<file path="src/tx_setup_pkg.sv">
// Constants for the per-queue transmit setup registers
package tx_setup_pkg;
  // Register offsets within one queue window
  localparam int ADDR_W = 5;
  localparam logic [4:0] OFF_CONTROL = 5'h00;
  localparam logic [4:0] OFF_SIZE = 5'h04;
  localparam logic [4:0] OFF_SETUP = 5'h08;
  localparam logic [4:0] OFF_DATA = 5'h0c;
  // Packet control word fields
  localparam int PRELOAD_LSB = 25;
  localparam int PRELOAD_W = 5;
  localparam int TAG_LSB = 16;
  localparam int TAG_W = 9;
  localparam int IPOFF_LSB = 10;
  localparam int IPOFF_W = 6;
  localparam int APPEND_CRC_BIT = 9;
  localparam int FIX_CRC_BIT = 8;
  localparam int NO_PAD_BIT = 6;
  localparam int LATE_BIT = 5;
  localparam int EARLY_BIT = 4;
  localparam int COLL_BIT = 3;
  localparam int NO_DEFER_BIT = 2;
  localparam int FAST_BO_BIT = 1;
  // Packet size and write setup fields
  localparam int SIZE_W = 16;
  localparam int ENDIAN_BIT = 24;
  localparam int START_LSB = 18;
  localparam int END_LSB = 16;
  localparam int OFFSET_W = 2;
  localparam int COUNT_W = 14;
  localparam int LANES = 4;
  localparam logic [2:0] BYTES_PER_WORD = 3'h4;
  // Reset values
  localparam logic [31:0] CONTROL_RESET = 32'h0000_0000;
  localparam logic [15:0] SIZE_RESET = 16'h0000;
  localparam logic [1:0] OFFSET_RESET = 2'h0;
  localparam logic [13:0] COUNT_RESET = 14'h0000;
endpackage

</file>
<file path="src/byte_lane_mask.sv">
// Byte lane enables that skip a number of lanes from one end of a word
`timescale 1ns/1ps
`default_nettype none
module byte_lane_mask #(
  parameter int LANES = 4
) (
  // Skip request
  input wire logic [2:0] skip_in,
  input wire logic from_low_in,
  // Lane enables
  output logic [LANES-1:0] lane_en_out
);
  // One compare per lane
  for (genvar i = 0; i < LANES; i++) begin : g_lane
    assign lane_en_out[i] = from_low_in ? (3'(i) >= skip_in)
                                        : ((4'(i) + {1'b0, skip_in}) < 4'(LANES));
  end
endmodule
`default_nettype wire

</file>
<file path="src/write_counter.sv">
// Loadable down-counter that holds at zero
`timescale 1ns/1ps
`default_nettype none
module write_counter #(
  parameter int W = 14
) (
  // Clock and reset
  input wire logic ref_clk_in,
  input wire logic rst_in,
  // Control
  input wire logic load_in,
  input wire logic [W-1:0] load_val_in,
  input wire logic dec_in,
  // State
  output logic [W-1:0] count_out,
  output logic zero_out
);
  logic [W-1:0] count_q;
  logic [W-1:0] count_d;

  // Host load wins, else step down to zero
  always_comb begin
    count_d = count_q;
    if (load_in) begin
      count_d = load_val_in;
    end else if (dec_in && count_q != '0) begin
      count_d = count_q - W'(1);
    end
  end

  always_ff @(posedge ref_clk_in) begin
    if (rst_in) begin
      count_q <= '0;
    end else begin
      count_q <= count_d;
    end
  end

  assign count_out = count_q;
  assign zero_out = (count_q == '0);
endmodule
`default_nettype wire

</file>
<file path="src/tx_queue_write_setup.sv">
// Per-queue transmit setup registers and masked queue write path
//
// Behaviour
// - Control word preload field sets bytes held in MAC FIFO before transmit.
// - Control word holds a 9-bit packet tag reported in transmit status.
// - Nonzero IP header offset requests IP header checksum correction.
// - Append-CRC bit makes the transmitter add a correct CRC.
// - Fix-CRC bit makes the transmitter overwrite the existing CRC.
// - Disable-padding bit stops padding of frames shorter than 64 bytes.
// - Late-notify bit requests an interrupt on transmit completion.
// - Early-notify bit requests an interrupt at start of transmission.
// - Bit 3 requests an interrupt on excessive collisions.
// - Bit 1 selects fast back-off; bit 2 disables deferral timeout.
// - Packet size register is a 16-bit read-write byte count.
// - Byte-order bit set sends most significant byte first, clear least.
// - Start offset masks writes while count nonzero, then clears itself.
// - End offset masks writes while count zero and never self-clears.
// - Remaining size below four replaces the end offset as mask.
// - 14-bit write count decrements per queue write, holds at zero.
// - Each data word is appended to this queue after byte masking.
`timescale 1ns/1ps
`default_nettype none
module tx_queue_write_setup #(
  parameter int COUNT_W = tx_setup_pkg::COUNT_W,
  parameter int SIZE_W = tx_setup_pkg::SIZE_W
) (
  // Clock and reset
  input wire logic ref_clk_in,
  input wire logic rst_in,
  // Host register port for this queue window
  input wire logic host_cs_in,
  input wire logic host_wr_in,
  input wire logic host_rd_in,
  input wire logic [4:0] host_addr_in,
  input wire logic [31:0] host_wdata_in,
  output logic [31:0] host_rdata_out,
  // Masked words appended to the queue
  output logic queue_valid_out,
  output logic [31:0] queue_data_out,
  output logic [3:0] queue_byte_en_out,
  // Packet settings toward the transmitter
  output logic [4:0] preload_out,
  output logic [8:0] packet_tag_out,
  output logic [5:0] ip_header_offset_out,
  output logic ip_checksum_fix_out,
  output logic append_crc_out,
  output logic fix_crc_out,
  output logic disable_padding_out,
  output logic late_notify_out,
  output logic early_notify_out,
  output logic collision_notify_out,
  output logic no_defer_timeout_out,
  output logic fast_backoff_out,
  output logic big_endian_out,
  output logic [SIZE_W-1:0] packet_size_out,
  output logic [COUNT_W-1:0] write_count_out
);
  logic ctl_wr;
  logic size_wr;
  logic setup_wr;
  logic data_wr;
  logic host_rd;
  logic [31:0] control_q;
  logic [31:0] control_d;
  logic [SIZE_W-1:0] size_q;
  logic [SIZE_W-1:0] size_d;
  logic [SIZE_W-1:0] remaining_q;
  logic [SIZE_W-1:0] remaining_d;
  logic big_q;
  logic big_d;
  logic [1:0] start_q;
  logic [1:0] start_d;
  logic [1:0] end_q;
  logic [1:0] end_d;
  logic q_valid_q;
  logic q_valid_d;
  logic [31:0] q_data_q;
  logic [31:0] q_data_d;
  logic [3:0] q_en_q;
  logic [3:0] q_en_d;
  logic [31:0] rdata_q;
  logic [31:0] rdata_d;
  logic [COUNT_W-1:0] count;
  logic count_zero;
  logic use_start;
  logic short_tail;
  logic [2:0] skip;
  logic from_low;
  logic [3:0] lane_en;
  logic [2:0] kept;

  // Strobe decode
  // Own window only
  assign ctl_wr = host_cs_in && host_wr_in && host_addr_in == tx_setup_pkg::OFF_CONTROL;
  assign size_wr = host_cs_in && host_wr_in && host_addr_in == tx_setup_pkg::OFF_SIZE;
  assign setup_wr = host_cs_in && host_wr_in && host_addr_in == tx_setup_pkg::OFF_SETUP;
  assign data_wr = host_cs_in && host_wr_in && host_addr_in == tx_setup_pkg::OFF_DATA;
  assign host_rd = host_cs_in && host_rd_in;

  write_counter #(
    .W(COUNT_W)
  ) u_count (
    .ref_clk_in(ref_clk_in),
    .rst_in(rst_in),
    .load_in(setup_wr),
    .load_val_in(host_wdata_in[COUNT_W-1:0]),
    .dec_in(data_wr),
    .count_out(count),
    .zero_out(count_zero)
  );

  assign use_start = !count_zero;
  assign short_tail = remaining_q < SIZE_W'(tx_setup_pkg::BYTES_PER_WORD);

  // Start mask while count nonzero, end mask or remainder while count zero
  always_comb begin
    if (use_start) begin
      skip = {1'b0, start_q};
    end else if (short_tail) begin
      skip = tx_setup_pkg::BYTES_PER_WORD - remaining_q[2:0];
    end else begin
      skip = {1'b0, end_q};
    end
  end

  assign from_low = use_start ? !big_q : big_q;

  byte_lane_mask #(
    .LANES(tx_setup_pkg::LANES)
  ) u_mask (
    .skip_in(skip),
    .from_low_in(from_low),
    .lane_en_out(lane_en)
  );

  assign kept = {2'b00, lane_en[0]} + {2'b00, lane_en[1]}
              + {2'b00, lane_en[2]} + {2'b00, lane_en[3]};

  // Register next values
  always_comb begin
    control_d = control_q;
    size_d = size_q;
    big_d = big_q;
    start_d = start_q;
    end_d = end_q;
    remaining_d = remaining_q;
    if (ctl_wr) begin
      control_d = host_wdata_in;
    end
    if (size_wr) begin
      size_d = host_wdata_in[SIZE_W-1:0];
    end
    if (setup_wr) begin
      big_d = host_wdata_in[tx_setup_pkg::ENDIAN_BIT];
      start_d = host_wdata_in[tx_setup_pkg::START_LSB +: tx_setup_pkg::OFFSET_W];
      end_d = host_wdata_in[tx_setup_pkg::END_LSB +: tx_setup_pkg::OFFSET_W];
      remaining_d = size_q;
    end else if (data_wr) begin
      if (use_start) begin
        start_d = tx_setup_pkg::OFFSET_RESET;
      end
      remaining_d = (remaining_q > SIZE_W'(kept)) ? remaining_q - SIZE_W'(kept) : '0;
    end
  end

  always_comb begin
    q_valid_d = data_wr;
    q_data_d = q_data_q;
    q_en_d = q_en_q;
    if (data_wr) begin
      q_data_d = host_wdata_in;
      q_en_d = lane_en;
    end
  end

  // Read data
  always_comb begin
    rdata_d = rdata_q;
    if (host_rd) begin
      unique case (host_addr_in)
        tx_setup_pkg::OFF_SIZE: rdata_d = {16'h0000, size_q};
        tx_setup_pkg::OFF_SETUP: rdata_d = {7'h00, big_q, 4'h0, start_q, end_q,
                                            2'h0, count};
        default: rdata_d = 32'h0000_0000;
      endcase
    end
  end

  always_ff @(posedge ref_clk_in) begin
    if (rst_in) begin
      control_q <= tx_setup_pkg::CONTROL_RESET;
      size_q <= tx_setup_pkg::SIZE_RESET;
      remaining_q <= tx_setup_pkg::SIZE_RESET;
      big_q <= 1'b0;
      start_q <= tx_setup_pkg::OFFSET_RESET;
      end_q <= tx_setup_pkg::OFFSET_RESET;
      q_valid_q <= 1'b0;
      q_data_q <= 32'h0000_0000;
      q_en_q <= 4'h0;
      rdata_q <= 32'h0000_0000;
    end else begin
      control_q <= control_d;
      size_q <= size_d;
      remaining_q <= remaining_d;
      big_q <= big_d;
      start_q <= start_d;
      end_q <= end_d;
      q_valid_q <= q_valid_d;
      q_data_q <= q_data_d;
      q_en_q <= q_en_d;
      rdata_q <= rdata_d;
    end
  end

  assign preload_out = control_q[tx_setup_pkg::PRELOAD_LSB +: tx_setup_pkg::PRELOAD_W];
  assign packet_tag_out = control_q[tx_setup_pkg::TAG_LSB +: tx_setup_pkg::TAG_W];
  assign ip_header_offset_out = control_q[tx_setup_pkg::IPOFF_LSB +: tx_setup_pkg::IPOFF_W];
  assign ip_checksum_fix_out = ip_header_offset_out != 6'h00;
  assign append_crc_out = control_q[tx_setup_pkg::APPEND_CRC_BIT];
  assign fix_crc_out = control_q[tx_setup_pkg::FIX_CRC_BIT];
  assign disable_padding_out = control_q[tx_setup_pkg::NO_PAD_BIT];
  assign late_notify_out = control_q[tx_setup_pkg::LATE_BIT];
  assign early_notify_out = control_q[tx_setup_pkg::EARLY_BIT];
  assign collision_notify_out = control_q[tx_setup_pkg::COLL_BIT];
  assign no_defer_timeout_out = control_q[tx_setup_pkg::NO_DEFER_BIT];
  assign fast_backoff_out = control_q[tx_setup_pkg::FAST_BO_BIT];
  assign big_endian_out = big_q;
  assign packet_size_out = size_q;
  assign write_count_out = count;
  assign queue_valid_out = q_valid_q;
  assign queue_data_out = q_data_q;
  assign queue_byte_en_out = q_en_q;
  assign host_rdata_out = rdata_q;
endmodule
`default_nettype wire

</file>
<file path="config.mk">
export PLATFORM = sky130hd
export DESIGN_NAME = tx_queue_write_setup
export DESIGN_NICKNAME = d
export VERILOG_FILES = /design/src/tx_setup_pkg.sv /design/src/byte_lane_mask.sv /design/src/write_counter.sv /design/src/tx_queue_write_setup.sv
export SDC_FILE = /design/constraint.sdc
export NUM_CORES = 1
export LEC_CHECK = 0
export BUFFER_PORTS_ARGS = -buffer_cell sky130_fd_sc_hd__buf_2
export CAP_MARGIN = 25
export CORE_UTILIZATION = 50
export CTS_BUF_LIST = sky130_fd_sc_hd__clkbuf_4
export DETAILED_ROUTE_END_ITERATION = 6
export PLACE_DENSITY = 0.77
export RECOVER_POWER = 100
export SLEW_MARGIN = 10
export SYNTH_ARGS = -nofsm -noshare
export SYNTH_HDL_FRONTEND = slang
export SYNTH_HIERARCHICAL = 1
export SYNTH_SLANG_ARGS = --single-unit
</file>
<file path="constraint.sdc">
create_clock -name ref_clk_in -period 7.1 [get_ports ref_clk_in]
set_input_delay 0.355 -clock ref_clk_in [delete_from_list [all_inputs] [get_ports ref_clk_in]]
set_output_delay 0.355 -clock ref_clk_in [all_outputs]
set_load 0.01 [all_outputs]
</file>
Yosys cells after proc, flatten, opt, wreduce, memory -nomap -nowiden:

Cells that the tools add are included.

* bits in registers: 150
* bits of input ports: 42
* output and inout bits: 129
* word-level logic and storage cells: 65

* add/sub/neg operators: 9
* order comparisons: 10
* equal/unequal tests: 4
* mux-type cells: 16
* reduce and logical (&&, ||, !) cells: 15

Operator list (number)
* one-hot mux 25 bit (2 select lines): 1
* two-way mux 16 bit: 3
* two-way mux 14 bit: 2
* > comparator 16 x 3 -> 1 bit: 1
* less-than comparator 16 x 3 -> 1 bit (second input constant): 1
* subtractor 16 x 3 -> 16 bit: 1
* zero test 14 bit: 1
* nonzero test 14 bit: 1
* subtractor 14 x 1 -> 14 bit (second input constant): 1
* less-than comparator 4 x 3 -> 1 bit (second input constant): 3
* == test 5 x 4 -> 1 bit (second input constant): 2
* adder 2 x 3 -> 4 bit (first input constant): 2
* logical AND 1 bit: 7
* greater-or-equal comparator 1 x 3 -> 1 bit (first input constant): 2
* greater-or-equal comparator 2 x 3 -> 1 bit (first input constant): 2
* two-way mux 2 bit: 3
* two-way mux 3 bit: 2
* nonzero test 6 bit: 1
* == test 5 x 3 -> 1 bit (second input constant): 1
* zero test 5 bit: 1
* two-way mux 1 bit: 5
* adder 1 x 3 -> 4 bit (first input constant): 1
* nonzero test 2 bit: 2
* adder 2 x 1 -> 3 bit: 1
* other kinds (7): 7

Longest topological paths before layout:

* word-level depth: 13
* depth in mapped cells: 23
* gate-level depth less buffers: 19

Modules after synthesis:

Netlist, hierarchy kept.

Modules (own cells, without submodules)
* tx_queue_write_setup: times used 1, cells each 622, area an instance 5181.2 µm²
* write_counter: times used 1, cells each 101, area an instance 892.1 µm²
* byte_lane_mask: times used 1, cells each 8, area an instance 42.5 µm²

Least setup slack after synthesis:

Ideal clock, no wire load.

* kind: register to register
* start point: register u_count.count_q[0], in the netlist u_count/count_out[0]
* end point: register remaining_q[10]
* setup time: 0.132 ns
* arrival: 4.941 ns
* slack: 2.027 ns
* stages on the path, launching flop included: 20
* cells stage by stage: dfxtp_1 -> inv_1 -> ha_1 -> or4b_1 -> or4_4 -> clkinv_4 -> clkbuf_1 -> a21oi_1 -> or2_1 -> a21oi_1 -> fa_1 -> ha_1 -> ha_1 -> inv_1 -> fa_1 -> a211o_1 -> or2_2 -> o31a_1 -> o221ai_1 -> a21oi_1

* elaborated cells on any way between the ends: 26
* those cells by class: 7 x add/sub; 9 x order compare; 9 x mux; 1 x reduce/logical

RTL lines
* start: declaration: RTL line write_counter.sv:18 `logic [W-1:0] count_q;`
* start signal: assignment: RTL line write_counter.sv:35 `count_q <= count_d;`
* zero test 14 bit (*): RTL line write_counter.sv:40 `assign zero_out = (count_q == '0);`
* net count_zero: RTL line tx_queue_write_setup.sv:84 `logic count_zero;`
* two-way mux 3 bit (*): RTL line tx_queue_write_setup.sv:117 `if (use_start) begin`
* net skip[0]: RTL line tx_queue_write_setup.sv:87 `logic [2:0] skip;`
* less-than comparator 3 bit or greater-or-equal comparator 1 x 3 -> 1 bit (tied branches): RTL line byte_lane_mask.sv:16, byte_lane_mask.sv:15
* two-way mux 1 bit (*): RTL line byte_lane_mask.sv:15 `assign lane_en_out[i] = from_low_in ? (3'(i) >= skip_in)`
* net lane_en[0]: RTL line tx_queue_write_setup.sv:89 `logic [3:0] lane_en;`
* adder 1 x 1 -> 2 bit (*): RTL line tx_queue_write_setup.sv:136 `assign kept = {2'b00, lane_en[0]} + {2'b00, lane_en[1]}`
* adder 2 x 1 -> 3 bit (*): RTL line tx_queue_write_setup.sv:137 `+ {2'b00, lane_en[2]} + {2'b00, lane_en[3]};`
* adder 3 x 1 -> 3 bit (*): RTL line tx_queue_write_setup.sv:137
* subtractor 16 x 3 -> 16 bit or > comparator 16 x 3 -> 1 bit (tied branches): RTL line tx_queue_write_setup.sv:162 `remaining_d = (remaining_q > SIZE_W'(kept)) ? remaining_q - SIZE_W'(kept) : '0;`
* two-way mux 16 bit (*): RTL line tx_queue_write_setup.sv:162
* two-way mux 16 bit (*): RTL line tx_queue_write_setup.sv:158 `end else if (data_wr) begin`
* two-way mux 16 bit (*): RTL line tx_queue_write_setup.sv:153 `if (setup_wr) begin`
* end signal: assignment: RTL line tx_queue_write_setup.sv:193 `remaining_q <= tx_setup_pkg::SIZE_RESET;`
* end signal: assignment: RTL line tx_queue_write_setup.sv:204 `remaining_q <= remaining_d;`
* end: declaration: RTL line tx_queue_write_setup.sv:67 `logic [SIZE_W-1:0] remaining_q;`

Mark *: on every way through the listed nets, which the timed path passes. The rest lies on a longest branch. The select of a mux whose other input is x is not followed.
A chain may end at the register's enable or synchronous reset.

Final worst setup path:

* start point: input port host_addr_in[2]
* end point: register u_count.count_q[12], in the netlist u_count/count_out[12]

* cells in the longest elaborated chain, start to end: 4
* elaborated cells on any way between the ends: 7
* those cells by class: 2 x eq/ne; 1 x mux; 4 x reduce/logical

Ends and longest elaborated chain
* start: declaration: RTL line tx_queue_write_setup.sv:34 `input wire logic [4:0] host_addr_in,`
* == test 5 x 4 -> 1 bit: RTL line tx_queue_write_setup.sv:97 `assign data_wr = host_cs_in && host_wr_in && host_addr_in == tx_setup_pkg::OFF_DATA;`
* logical AND 1 bit: RTL line tx_queue_write_setup.sv:97
* logical AND 1 bit: RTL line write_counter.sv:26 `end else if (dec_in && count_q != '0) begin`
* nonzero test 2 bit (no line)

Several ways; a longest one is shown, not always the timed one.

==> flow_metrics.py <==
metrics = {
    "pwr": {
        "peakVddDrop_v": 0.000128,
        "p_seq_share_pct": 46.9,
        "power_switching_mw": 0.546,
        "clock_power_share_pct": 29.9,
        "p_int_mw": 1.13,
        "combPwrFrac_pct": 23.2,
        "swShare_pct": 32.7,
        "total_power_mw": 1.67,
        "power.density_nw_per_um2": 240,
        "p_leak_nw": 2.53,
    },
    "floorplan": {
        "die_w_um": 113,
        "die_h_um": 113,
        "num_io_pins": 171,
        "coreArea_um2": 12000,
        "initial_core_util_pct": 51.1,
        "die_area_um2": 12700,
        "rows": 40,
    },
    "logic_synthesis": {
        "synth_area_leaders": "dfxtp_1 (45%), nand2_1 (9.3%), a21oi_1 (7.9%)",
        "synth_seq_cells": 137,
        "avgSynthCellArea_um2": 8.37,
        "async_reset_ff_share_pct": 0,
        "synth.top_cell.area_share_pct": 44.8,
        "syn_area_um2": 6120,
        "yosysUniqueCellTypes": 70,
        "synth_edf_count": 0,
        "synthCells": 731,
        "yosys_warnings": 6,
        "yosysTopAreaCell": "dfxtp_1",
        "yosys_most_used_dff": "dfxtp_1",
        "synth-seq-area-share_pct": 44.8,
    },
    "clocking": {
        "path_clk_slew_ns": 0.12,
        "cts-resized-gates": 0,
        "insertion_delay_ns": 0.55,
        "h-tree-depth": 4,
        "numCtsBuffers": 17,
        "cts_num_sinks": 137,
        "clockBufferDepth": 2,
        "cts_root_buf": "clkbuf_4",
        "tritoncts": "yes",
    },
    "grt": {
        "busiest_layer": "met2",
        "grt_use_met1_pct": 37.5,
        "grt_max_degree": 93,
        "overflow": 0,
        "grt_pass1_wl_um": 27000,
        "groute.layer.met3.usage_pct": 7.34,
        "antenna_found_initial": 0,
        "met2_usage_pct": 42.7,
        "track_usage_pct": 27.4,
        "grt_pass1_vias": 5095,
    },
    "route": {
        "via_count": 5855,
        "ant_nets": 0,
        "drt-pass1-iter-count": 5,
        "routedWlPerCell_um": 16.7,
        "dr.first_iter.drc_count": 576,
        "avgViaCountPerCell": 5.68,
        "drc_errors": 0,
        "totalWireLength_um": 17200,
    },
    "hold_path": {
        "hp-start": "host_wdata_in[30]",
        "hp-class": "in2reg",
    },
    "sta": {
        "setup_viol": 0,
        "finClkSkew_ns": 0.0181,
        "worst_pin_slew_ns": 3.91,
        "tns_ns": 0,
        "fin_crit_sh_pct": 82.3,
        "finalHoldViolations": 0,
        "rsz0062_at_grt": "false",
        "slew_viol_final": 235,
        "min_period_ns": 5.84,
        "max_freq_mhz": 171,
        "slew_headroom_pct": -160,
    },
    "place": {
        "place_congestion": 0.895,
        "hpwlAfterDp_um": 11800,
        "numPortBuffers": 159,
    },
    "status": {
        "status": "finished, violations left",
        "violations": "capacitance limit, slew limit",
    },
    "worst_setup_path": {
        "crit_path_start": "host_addr_in[2]",
        "critPathLaunchType": "primary input",
        "crit_arrival_ns": 6.27,
        "critical_path_class": "in2reg",
        "r2r_start": "remaining_q[4]$_SDFFE_PP0P_",
        "cp_max_fo": 49,
        "end_kind": "flop",
        "crit_required_ns": 7.53,
    },
    "layout": {
        "fillers": 1184,
        "multi_input_area_um2": 2970,
        "synthToLayoutAreaGrowth_pct": 13.9,
        "final_nets": 920,
        "drive_above_1_share_pct": 10.3,
        "regArea_um2": 2740,
    },
    "job": {
        "drv_cap": 4,
    },
}
==> registers in the layout, summed over array words and instances, names as in the netlist <==
signal             count
end_q                  2
control_q             28
queue_valid_out        1
packet_size_out       16
queue_byte_en_out      4
u_count/count_out     14
start_q                2
big_endian_out         1
queue_data_out        32
remaining_q           16
host_rdata_out        21
==> power by group through the flow <==
stage | Combinational [mW] | Clock, mW | Sequential (mW)
2_1_floorplan | 0.330 | 0 | 0.803
3_3_place_gp | 0.371 | 0 | 0.801
3_5_place_dp | 0.377 | 0 | 0.801
4_1_cts | 0.381 | 0.510 | 0.784
5_1_grt | 0.424 | 0.546 | 0.786
6_report | 0.387 | 0.500 | 0.784
==> per-layer routing <==
layer | vias to the layer above | part of all wire [%]
li1 | 2840 | -
met1 | 2751 | 45
met2 | 242 | 46
met3 | 22 | 7.9
met4 | 0 | 1.2
met5 | - | 0
==> synth_stat cells, types with 2 or more instances <==
cell type  count
nand3b_1       8
inv_1         16
o32ai_1        2
or2_2          4
a221oi_1      17
ha_1           7
nor4b_1        3
a311oi_1       4
fa_1           2
buf_2          3
nor2_1        52
dfxtp_1      137
nor3_1        24
nand4b_1       3
o311ai_0       2
nor3b_1        7
or3_2          3
buf_6          2
a21oi_1       97
o31ai_1        3
a31oi_1        7
a311oi_2       2
mux2i_1       20
or4_1          5
o41ai_1        2
a21o_1         4
a22oi_1        7
buf_4         12
nor4_1         6
clkbuf_1      35
a211oi_1       4
or3_1         10
clkbuf_8       4
o21ai_0        6
o211ai_1       3
or4_4          3
clkinv_1       3
nand3_1       14
xnor2_1        6
o31a_1         2
nand2_1      151
==> per-stage QoR <==
step                cells  hold WS, ns  utilization, %  setup WS, ns  cell area, um2
floorplan             741        0.433               -          2.03            6150
global placement      994        0.439            57.2          1.90            6850
detailed placement    995        0.443            57.3          1.79            6860
CTS                  1027      0.00279            59.6          1.76            7130
global route         1029      0.00159            58.2         0.898            6960
finish               1030       0.0377            58.2          1.26            6970
==> final timing paths <==
check / end / slack (ns) / depth (start not counted)
max: u_count/count_out[12]$_SDFFE_PP0P_ / 1.26 / 10
min: queue_data_out[30]$_SDFFE_PP0P_ / 0.04 / 3
max reg2reg: remaining_q[10]$_SDFFE_PP0P_ / 1.62 / 17
min reg2reg: queue_byte_en_out[1]$_SDFFE_PP0P_ / 0.46 / 2
==> kinds of logic (layout without fill, tap and decap cells) <==
kind of cell               Yosys count  count (layout)  share of synthesized area, %
and+or+nand+nor                    305             305                          23.9
muxes                               20              20                          3.27
xor gates and xnor gates             7               7                          1.00
DFF                                137             137                          44.8
AOI/OAI and AO/OA                  172             172                          17.8
buffers and inverters               80             221                          7.06
other                                1              12                        0.0613
adders and majority gates            9               9                          2.09
==> cells in the final DEF (no fill, tap or decap), types with 3 or more instances in the layout <==
| master | n |
|---|---|
| a211oi_1 | 4 |
| a21o_1 | 4 |
| a21oi_1 | 97 |
| a221oi_1 | 17 |
| a22oi_1 | 7 |
| a311oi_1 | 6 |
| a31oi_1 | 7 |
| buf_2 | 39 |
| buf_4 | 4 |
| clkbuf_1 | 124 |
| clkbuf_4 | 19 |
| clkinv_1 | 5 |
| clkinv_2 | 4 |
| clkinv_4 | 3 |
| conb_1 | 11 |
| dfxtp_1 | 137 |
| ha_1 | 7 |
| inv_1 | 16 |
| mux2i_1 | 20 |
| nand2_1 | 151 |
| nand3_1 | 14 |
| nand3b_1 | 8 |
| nand4b_1 | 3 |
| nor2_1 | 52 |
| nor3_1 | 25 |
| nor3b_1 | 7 |
| nor4_1 | 6 |
| nor4b_1 | 3 |
| o211ai_1 | 3 |
| o21ai_0 | 6 |
| o31ai_1 | 3 |
| or2_2 | 4 |
| or3_1 | 10 |
| or3_2 | 3 |
| or4_1 | 5 |
| or4_4 | 3 |
| xnor2_1 | 6 |
==> layout make-up <==
type | count | area share, %
Inverter | 20 | 1.15
Multi-Input combinational cell | 524 | 42.6
Antenna cell | 1 | 0.0359
Clock buffer | 19 | 2.05
Sequential cell | 137 | 39.4
Clock inverter | 13 | 1.85
Timing Repair Buffer | 169 | 10.3
Tap cell | 147 | 2.64
==> critical path, cell delays in order <==
cell	delay, ns
clkbuf_1	0.68
clkinv_1	0.56
or3_1	0.49
clkbuf_1	0.72
clkinv_1	0.15
clkbuf_1	1.73
nand4bb_1	0.54
or3_1	0.49
o31a_1	0.26
a221oi_1	0.26
==> timing repair <==
item / in CTS / in global routing
hold buffers: 0 / 1
buffers inserted: 0 / 0
endpoints found under the setup margin: 0 / 0
hold endpoints to repair: 0 / 1
Note: power is estimated with default switching activity, not from simulation.
